`src/pkg/tasm_pkg.sv`:
```
// Package holding register map, field layout, timing and carrier types of the temperature alarm block.
// What this block does
// - Config3 bits 5,4 mask channels 6,5 overtemp
// - Config3 bits 3,0 mask channels 4,1; reset 0
// - Status1 bit 6 set on local high
// - Status1 bits 5..3 follow channels 6..4 high
// - Status1 bits 2..0 follow channels 3..1 high
// - Config1 bit 3 enables channel 1 cancellation
// - Cancellation lengthens channel 1 conversion 125ms
// - Open or shorted diode reports channel fault
// - Faulty remote channels skipped in sequence
// - Overtemp flags clear on status2 read only
// - Fault ends below threshold minus 4C
// - Config2 bits 6..0 mask warning outputs
// - Cleared warning reasserts after next conversion
package tasm_pkg;
  // Register offsets.
  localparam logic [7:0] OFS_CONFIG1 = 8'h41;
  localparam logic [7:0] OFS_CONFIG2 = 8'h42;
  localparam logic [7:0] OFS_CONFIG3 = 8'h43;
  localparam logic [7:0] OFS_STATUS1 = 8'h44;
  localparam logic [7:0] OFS_STATUS2 = 8'h45;
  localparam logic [7:0] OFS_STATUS3 = 8'h46;
  localparam logic [7:0] OFS_MFG_ID  = 8'h0A;
  // Arbitrary identification value, not tied to any maker.
  localparam logic [7:0] MFG_ID_VALUE = 8'h5_5;
  // Field layout and writable masks.
  localparam int          BIT_RES_CANCEL  = 3;
  localparam int          BIT_STANDBY     = 7;
  localparam logic [2:0]  CH_CANCEL       = 3'h1;
  localparam logic [2:0]  STATUS1_LOCAL   = 3'h6;
  localparam logic [7:0]  CONFIG1_WMASK   = 8'hF_8;
  localparam logic [7:0]  CONFIG2_WMASK   = 8'h7_F;
  localparam logic [7:0]  CONFIG3_WMASK   = 8'h3_9;
  localparam logic [7:0]  STATUS2_MASK    = 8'h3_9;
  localparam logic [7:0]  REG_RESET       = 8'h0_0;
  localparam logic [7:0]  HYST_DEG        = 8'h0_4;
  // Channel numbering: 0 local, 1..6 remote.
  localparam int          NUM_CH          = 7;
  localparam logic [2:0]  CH_LAST         = 3'h6;
  localparam logic [2:0]  CH_FIRST        = 3'h0;
  // Timing.
  localparam longint      CLK_HZ          = 20_000_000;
  localparam longint      CONV_US         = 10_000;
  localparam longint      RES_CANCEL_MS   = 125;
  localparam int          CONV_CYCLES     = int'(CLK_HZ * CONV_US / 1_000_000);
  localparam int          RES_CANCEL_CYCLES = int'(CLK_HZ * RES_CANCEL_MS / 1000);
  // Register access port.
  typedef struct packed {
    logic       write;
    logic       read;
    logic [7:0] addr;
    logic [7:0] wdata;
  } tasm_bus_type;
  // Converter result for one channel.
  typedef struct packed {
    logic       valid;
    logic [2:0] channel;
    logic [7:0] temp;
    logic       diodeFault;
  } tasm_conv_type;
endpackage

```
`src/rtl/tasm_channel_eval.sv`:
```
// Per-channel comparison with hysteresis for warning and overtemp limits.
`timescale 1ns/100ps
module tasm_channel_eval (
  input  wire logic [7:0] temp,
  input  wire logic [7:0] warnLimit,
  input  wire logic [7:0] otLimit,
  input  wire logic       warnActive,
  input  wire logic       otActive,
  output logic            warnCond,
  output logic            otCond
);
  import tasm_pkg::*;
  wire logic [8:0] warnRelease;
  wire logic [8:0] otRelease;
  // A condition once active holds until temp drops below limit minus hysteresis.
  assign warnRelease = {1'b0, warnLimit} - {1'b0, HYST_DEG};
  assign otRelease   = {1'b0, otLimit} - {1'b0, HYST_DEG};
  assign warnCond = (temp > warnLimit) || (warnActive && !warnRelease[8] && temp >= warnRelease[7:0]);
  assign otCond   = (temp > otLimit) || (otActive && !otRelease[8] && temp >= otRelease[7:0]);
endmodule // tasm_channel_eval

```
`src/rtl/tasm_status_mask.sv`:
```
// Alarm status flags, masks, conversion sequencer and output drive of the temperature monitor.
`timescale 1ns/100ps
module tasm_status_mask (
  input  wire logic                    clk,
  input  wire logic                    reset,
  input  wire tasm_pkg::tasm_bus_type  regBus,
  output logic [7:0]                   regRdata,
  input  wire tasm_pkg::tasm_conv_type convResult,
  input  wire logic [55:0]             warnLimits,
  input  wire logic [55:0]             otLimits,
  output logic                         convStart,
  output logic [2:0]                   convChannel,
  output logic                         convStandby,
  output logic                         alertOut,
  output logic                         alertOe,
  output logic                         overtempOutput,
  output logic                         overtempOe
);
  import tasm_pkg::*;

  // The sequencer asks for one conversion, waits for its result, adds the
  // cancellation time on channel 1 when enabled, then picks the next channel.
  typedef enum {SEQ_START, SEQ_WAIT, SEQ_EXTRA, SEQ_NEXT} tasm_seq_type;

  // Sequencer state.
  tasm_seq_type seqReg;
  tasm_seq_type seqNext;
  logic [2:0]   chanReg;
  logic [2:0]   chanNext;
  logic [31:0]  cntReg; // Wide enough for the cancellation wait at this clock rate.

  // Host-visible registers and the read data ahead of its output flop.
  logic [7:0]   config1Reg;
  logic [7:0]   config2Reg;
  logic [7:0]   config3Reg;
  logic [7:0]   status1Reg;
  logic [7:0]   status2Reg;
  logic [7:0]   status3Reg;
  logic [7:0]   rdataNext;

  // Live alarm conditions, bit k for channel k, kept between conversions.
  logic [6:0]   warnActReg;
  logic [6:0]   otActReg;

  // Register decode. Both strobes last one cycle, so a read clears its flags once.
  wire logic       isWrite1    = regBus.write && regBus.addr == OFS_CONFIG1;
  wire logic       isWrite2    = regBus.write && regBus.addr == OFS_CONFIG2;
  wire logic       isWrite3    = regBus.write && regBus.addr == OFS_CONFIG3;
  wire logic       readStatus1 = regBus.read && regBus.addr == OFS_STATUS1;
  wire logic       readStatus2 = regBus.read && regBus.addr == OFS_STATUS2;

  // Conversion bookkeeping. A result for any other channel, or one that arrives
  // while no conversion is pending, is ignored.
  wire logic       resCancel   = config1Reg[BIT_RES_CANCEL];
  wire logic       convDone    = convResult.valid && seqReg == SEQ_WAIT && convResult.channel == chanReg;
  wire logic       needExtra   = convDone && chanReg == CH_CANCEL && resCancel;
  wire logic [2:0] ch          = convResult.channel;

  // Per-channel vectors, bit k for channel k.
  wire logic [6:0] warnCondVec;
  wire logic [6:0] otCondVec;
  wire logic [6:0] warnMasked;
  wire logic [6:0] otMasked;
  wire logic [6:0] chanFaulted;

  // One comparator per channel; only channels 1,4,5,6 have overtemp limits in use.
  // All share the converter's temperature bus; only the one whose result is due is used.
  genvar gi;
  generate
    for (gi = 0; gi < NUM_CH; gi++) begin : g_eval
      tasm_channel_eval u_eval (
        .temp       (convResult.temp),
        .warnLimit  (warnLimits[gi*8 +: 8]),
        .otLimit    (otLimits[gi*8 +: 8]),
        .warnActive (warnActReg[gi]),
        .otActive   (otActReg[gi]),
        .warnCond   (warnCondVec[gi]),
        .otCond     (otCondVec[gi])
      );
    end
  endgenerate

  // Overtemp output is gated by config3 masks on channels 6,5,4,1.
  // Config3 and status2 share one layout, bit k for remote channel k+1, so a mask
  // bit sits right beside the flag it gates. Channels without an overtemp limit
  // are held out by the status2 field mask.
  assign otMasked = {otActReg[6:1] & STATUS2_MASK[5:0] & ~config3Reg[5:0], 1'b0};
  // Warning output is gated by config2 masks.
  assign warnMasked = status1Reg[6:0] & ~config2Reg[6:0];
  // Faulted remote channels, indexed by channel number.
  assign chanFaulted = {status3Reg[6:1], 1'b0};

  // Next channel skips remote channels with a diode fault; local is never faulted.
  // The found flag matters: the local channel also has code zero, so testing the
  // choice against zero would pass over it after channel 6 and starve it.
  always_comb begin
    logic [2:0] c;
    logic       found;
    c = chanReg;
    found = 1'b0;
    chanNext = CH_FIRST;
    for (int k = 0; k < NUM_CH; k++) begin
      c = (c == CH_LAST) ? CH_FIRST : c + 3'h1;
      if (!found && !chanFaulted[c]) begin
        chanNext = c;
        found = 1'b1;
      end
    end
  end

  // Sequencer: start, wait for result, optional extra time, advance.
  // The extra wait holds the whole sequence, so every other channel is read less
  // often while cancellation is on; that is the price of the longer reading.
  always_comb begin
    seqNext = seqReg;
    unique case (seqReg)
      SEQ_START: seqNext = SEQ_WAIT;
      SEQ_WAIT:  if (convDone) begin
                   seqNext = needExtra ? SEQ_EXTRA : SEQ_NEXT;
                 end
      SEQ_EXTRA: if (cntReg == 32'(RES_CANCEL_CYCLES - 1)) begin
                   seqNext = SEQ_NEXT;
                 end
      SEQ_NEXT:  seqNext = SEQ_START;
    endcase
  end

  // Readback mux; reserved bits read zero.
  // The mux follows the address every cycle, so the flop holds the value seen at
  // the same edge at which a status read clears it.
  always_comb begin
    unique case (regBus.addr)
      OFS_CONFIG1: rdataNext = config1Reg;
      OFS_CONFIG2: rdataNext = config2Reg;
      OFS_CONFIG3: rdataNext = config3Reg;
      OFS_STATUS1: rdataNext = status1Reg;
      OFS_STATUS2: rdataNext = status2Reg;
      OFS_STATUS3: rdataNext = status3Reg;
      OFS_MFG_ID:  rdataNext = MFG_ID_VALUE;
      default:     rdataNext = REG_RESET;
    endcase
  end

  // Configuration writes keep only implemented bits.
  // Unimplemented bits are dropped on the way in, so readback needs no masking.
  always_ff @(posedge clk or posedge reset) begin
    if (reset) begin
      config1Reg <= REG_RESET;
      config2Reg <= REG_RESET;
      config3Reg <= REG_RESET;
    end else begin
      if (isWrite1) config1Reg <= regBus.wdata & CONFIG1_WMASK;
      if (isWrite2) config2Reg <= regBus.wdata & CONFIG2_WMASK;
      if (isWrite3) config3Reg <= regBus.wdata & CONFIG3_WMASK;
    end
  end

  // Sequencer state, channel and extra-time counter.
  // The counter rests at zero outside the extra state, so each wait starts fresh.
  always_ff @(posedge clk or posedge reset) begin
    if (reset) begin
      seqReg  <= SEQ_START;
      chanReg <= CH_FIRST;
      cntReg  <= '0;
    end else begin
      seqReg <= seqNext;
      cntReg <= (seqReg == SEQ_EXTRA) ? cntReg + 32'h0000_0001 : '0;
      if (seqReg == SEQ_NEXT) chanReg <= chanNext;
    end
  end

  // Condition state is updated, and flags are set, only at the end of a conversion.
  // Status1 clears on read but sets again from a persisting condition at the next conversion end.
  // Status2 sticks until read; a set in the same cycle as the read wins.
  always_ff @(posedge clk or posedge reset) begin
    if (reset) begin
      warnActReg <= '0;
      otActReg   <= '0;
      status1Reg <= REG_RESET;
      status2Reg <= REG_RESET;
      status3Reg <= REG_RESET;
    end else begin
      if (readStatus1) status1Reg <= REG_RESET;
      if (readStatus2) status2Reg <= REG_RESET;
      if (convDone) begin
        // A faulted diode reading is meaningless, so it never raises an alarm.
        if (ch != CH_FIRST) begin
          status3Reg[ch] <= convResult.diodeFault;
        end
        warnActReg[ch] <= warnCondVec[ch] && !convResult.diodeFault;
        otActReg[ch]   <= otCondVec[ch] && !convResult.diodeFault && STATUS2_MASK[ch - 3'h1];
        if (warnCondVec[ch] && !convResult.diodeFault) begin
          status1Reg[ch == CH_FIRST ? STATUS1_LOCAL : ch - 3'h1] <= 1'b1;
        end
        if (otCondVec[ch] && !convResult.diodeFault && ch != CH_FIRST && STATUS2_MASK[ch - 3'h1]) begin
          status2Reg[ch - 3'h1] <= 1'b1;
        end
      end
    end
  end

  // Output flops; open-drain pins pull low while the enable is high.
  // The data bits stay low; only the enables move.
  always_ff @(posedge clk or posedge reset) begin
    if (reset) begin
      regRdata       <= REG_RESET;
      convStart      <= 1'b0;
      convChannel    <= CH_FIRST;
      convStandby    <= 1'b0;
      alertOut       <= 1'b0;
      alertOe        <= 1'b0;
      overtempOutput <= 1'b0;
      overtempOe     <= 1'b0;
    end else begin
      regRdata       <= rdataNext;
      convStart      <= seqReg == SEQ_START;
      convChannel    <= chanReg;
      convStandby    <= config1Reg[BIT_STANDBY]; // Only reported; the sequencer runs on.
      alertOut       <= 1'b0;
      alertOe        <= |warnMasked;
      overtempOutput <= 1'b0;
      // The output follows the live condition, so a status2 read does not release it.
      overtempOe     <= |otMasked;
    end
  end
endmodule // tasm_status_mask

```
`config.mk`:
```
export PLATFORM = sky130hd
export DESIGN_NAME = tasm_status_mask
export DESIGN_NICKNAME = d
export VERILOG_FILES = /design/src/pkg/tasm_pkg.sv /design/src/rtl/tasm_channel_eval.sv /design/src/rtl/tasm_status_mask.sv
export SDC_FILE = /design/constraint.sdc
export NUM_CORES = 1
export LEC_CHECK = 0
export BUFFER_PORTS_ARGS = -buffer_cell sky130_fd_sc_hd__buf_4
export CAP_MARGIN = 20
export CORE_ASPECT_RATIO = 0.8
export CORE_MARGIN = 4
export CORE_UTILIZATION = 60
export DETAILED_ROUTE_END_ITERATION = 16
export GPL_ROUTABILITY_DRIVEN = 0
export PLACE_DENSITY = 0.83
export SKIP_CTS_REPAIR_TIMING = 1
export SYNTH_ARGS = -nofsm -noshare
export SYNTH_HDL_FRONTEND = slang
export SYNTH_HIERARCHICAL = 1
export SYNTH_SLANG_ARGS = --single-unit
```
`constraint.sdc`:
```
create_clock -name clk -period 4.37 [get_ports clk]
set_clock_uncertainty 0.05 [all_clocks]
set_input_delay 0.874 -clock clk [delete_from_list [all_inputs] [get_ports clk]]
set_output_delay 0.874 -clock clk [all_outputs]
set_load 0.01 [all_outputs]
```
==> out/metrics.csv <==
metric,value,unit
status,"finished, final reports clean",
Syn Inst Count,1168,
max-cap violation count,0,
pin count of the biggest net entering global routing,42,
CP startpoint kind,input pin,
Area growth syn-to-layout,13.5,%
sequential power share,34.8,%
Worst Path Arrival,3.95,ns
CP Buf/Inv Count,3,
Die Ht,127,µm
global-route wire length before repair,45.5,mm
Worst-path clk slew,0.07,ns
Core Region,17400,µm²
DRC Markers,0,
CP Class,input pin to flip-flop,
ratio of cells with drive above 1 in the final layout,17.7,%
Final min period,3.72,ns
Sw Pwr,0.00133,W
clk_lat worst skew,0.35,ns
slowest CP cell,nor2_1,
CP Max Fanout,13,
critical-path cell list,buf_4 -> inv_1 -> ha_1 -> nand3_1 -> xnor2_1 -> ha_1 -> nand4_1 -> o31ai_1 -> a211o_1 -> mux2i_1 -> o211ai_1 -> o21ai_1 -> nor2_1 -> and3_1 -> inv_1 -> o21ai_0,
CTS Sinks,103,
flop2flop setup slack,1.36,ns
Critical Path Stages,16,
Routed WL,27.6,mm
combinational fraction of design power,40.9,%
Hold Crit Class,flip-flop to flip-flop,
Post-Synthesis Cell Area,10700,µm²
full die area,20000,µm²
Final Setup Violations,0,
antenna-violating nets left,0,
Pre-antenna DRT Iters,5,
# nets final,1602,
Buffers on Ports,135,
row count,43,
CP Data Required Time,4.59,ns
R2R depth,7,
Int Pwr,0.00221,W
clock share of power,24.3,%
sw frac,37.5,%
Worst Hold Path Cells,0,
via count,9337,
CTS tree,done,
final hold vios,0,
"Warnings, synthesis",6,
Worst path max stage delay,0.67,ns
unrepaired setup endpoints after global routing,false,
Hold Slack,0.361,ns
most frequent cells in the layout,"172 x ha_1, 140 x buf_4, 107 x inv_1",
Synth Area per Inst,9.12,µm²
initial antenna violation count,0,
LEAKAGE,5.80,nW
H-tree depth,3,
initial core utilization,61.3,%
drt wl/cell,18.2,µm
Relative slew margins,33.4,%
"commonest non-fill, non-tap cell in the layout",ha_1,
slew of the pin with the lowest slew margin,0.999,ns
top cell family by delay on the critical path,simple AND/OR/NAND/NOR gates,
GR Overflow Total,0,
"Slew Viols, Final",0,
fill count,1323,
peak supply drop,0.232,mV
vias in the first global route,9304,
CTS Root Cell,clkbuf_16,
Die X,157,µm
initial DRC count,638,
Setup crit end kind,flip-flop,
Num CTS Buffers,9,
final setup TNS,0,ns
io pins,162,
Tcrit/Tclk final,85.2,%
Detailed Place HPWL,21.2,mm
# diodes,0,
worst-case clock buffer depth,2,
vias per cell,6.17,
Tot GR Track Use,27.7,%
PwrDens,293,nW/µm²
Peak Freq,269,MHz
-- stage by stage --
step | total power (W) | cells | setup slack [ns] | util [%] | instance area [µm²]
2_1_floorplan | 0.00228 | 1169 | 0.742 | - | 10700
3_3_place_gp | 0.00261 | 1499 | 0.428 | 67.8 | 11800
6_report | 0.00354 | 1514 | 0.648 | 69.6 | 12100
5_1_grt | 0.00376 | 1514 | 0.312 | 69.6 | 12100
3_5_place_dp | 0.00267 | 1499 | 0.279 | 67.8 | 11800
4_1_cts | 0.00352 | 1514 | 0.675 | 69.6 | 12100
-- cell type report --
cell class                 count  area (µm²)  area share (%)
timing repair buffer         140        1050            8.69
clock inverter                 6        83.8           0.693
multi-input combinational    922        7460            61.7
sequential                   103        2580            21.3
clock buffer                   9         225            1.86
inverter                     109         412            3.40
tap                          225         282            2.33
-- power groups by stage --
stage,sequential (W),combinational (W),clock [W]
5_1_grt,0.00125,0.00161,0.000904
2_1_floorplan,0.00113,0.00116,0
6_report,0.00123,0.00145,0.000859
3_3_place_gp,0.00124,0.00137,0
4_1_cts,0.00123,0.00143,0.000863
3_5_place_dp,0.00124,0.00142,0
-- state kept, by name (all words and copies together) (netlist names) --
register     cells
status1Reg       8
config1Reg       5
config2Reg       7
seqReg           2
alertOe          1
convStandby      1
cntReg          32
config3Reg       4
warnActReg       7
convChannel      3
otActReg         4
status2Reg       8
chanReg          3
status3Reg       8
regRdata         8
overtempOe       1
convStart        1
-- worst paths after layout --
check,from,to
worst max-delay path,warnLimits[18],status1Reg[5]$_DFF_PP0_
worst min-delay path,config1Reg[7]$_DFFE_PP0P_,convStandby$_DFF_PP0_
worst max register to register,chanReg[1]$_DFFE_PP0N_,chanReg[2]$_DFFE_PP0N_
worst min register to register,config1Reg[7]$_DFFE_PP0P_,convStandby$_DFF_PP0_
max in group asynchronous,reset,config2Reg[3]$_DFFE_PP0P_
min in group asynchronous,reset,cntReg[26]$_DFF_PP0_
-- routing by layer --
| layer | track usage, % | part of all wire [%] | vias to the layer above |
|---|---|---|---|
| met5 | 0 | 0 | - |
| met4 | 6.12 | 1.6 | 0 |
| met3 | 5.38 | 7.0 | 45 |
| met2 | 43.6 | 45 | 358 |
| met1 | 39.9 | 46 | 4421 |
| li1 | - | - | 4513 |
(Power assumes the default switching activity.)
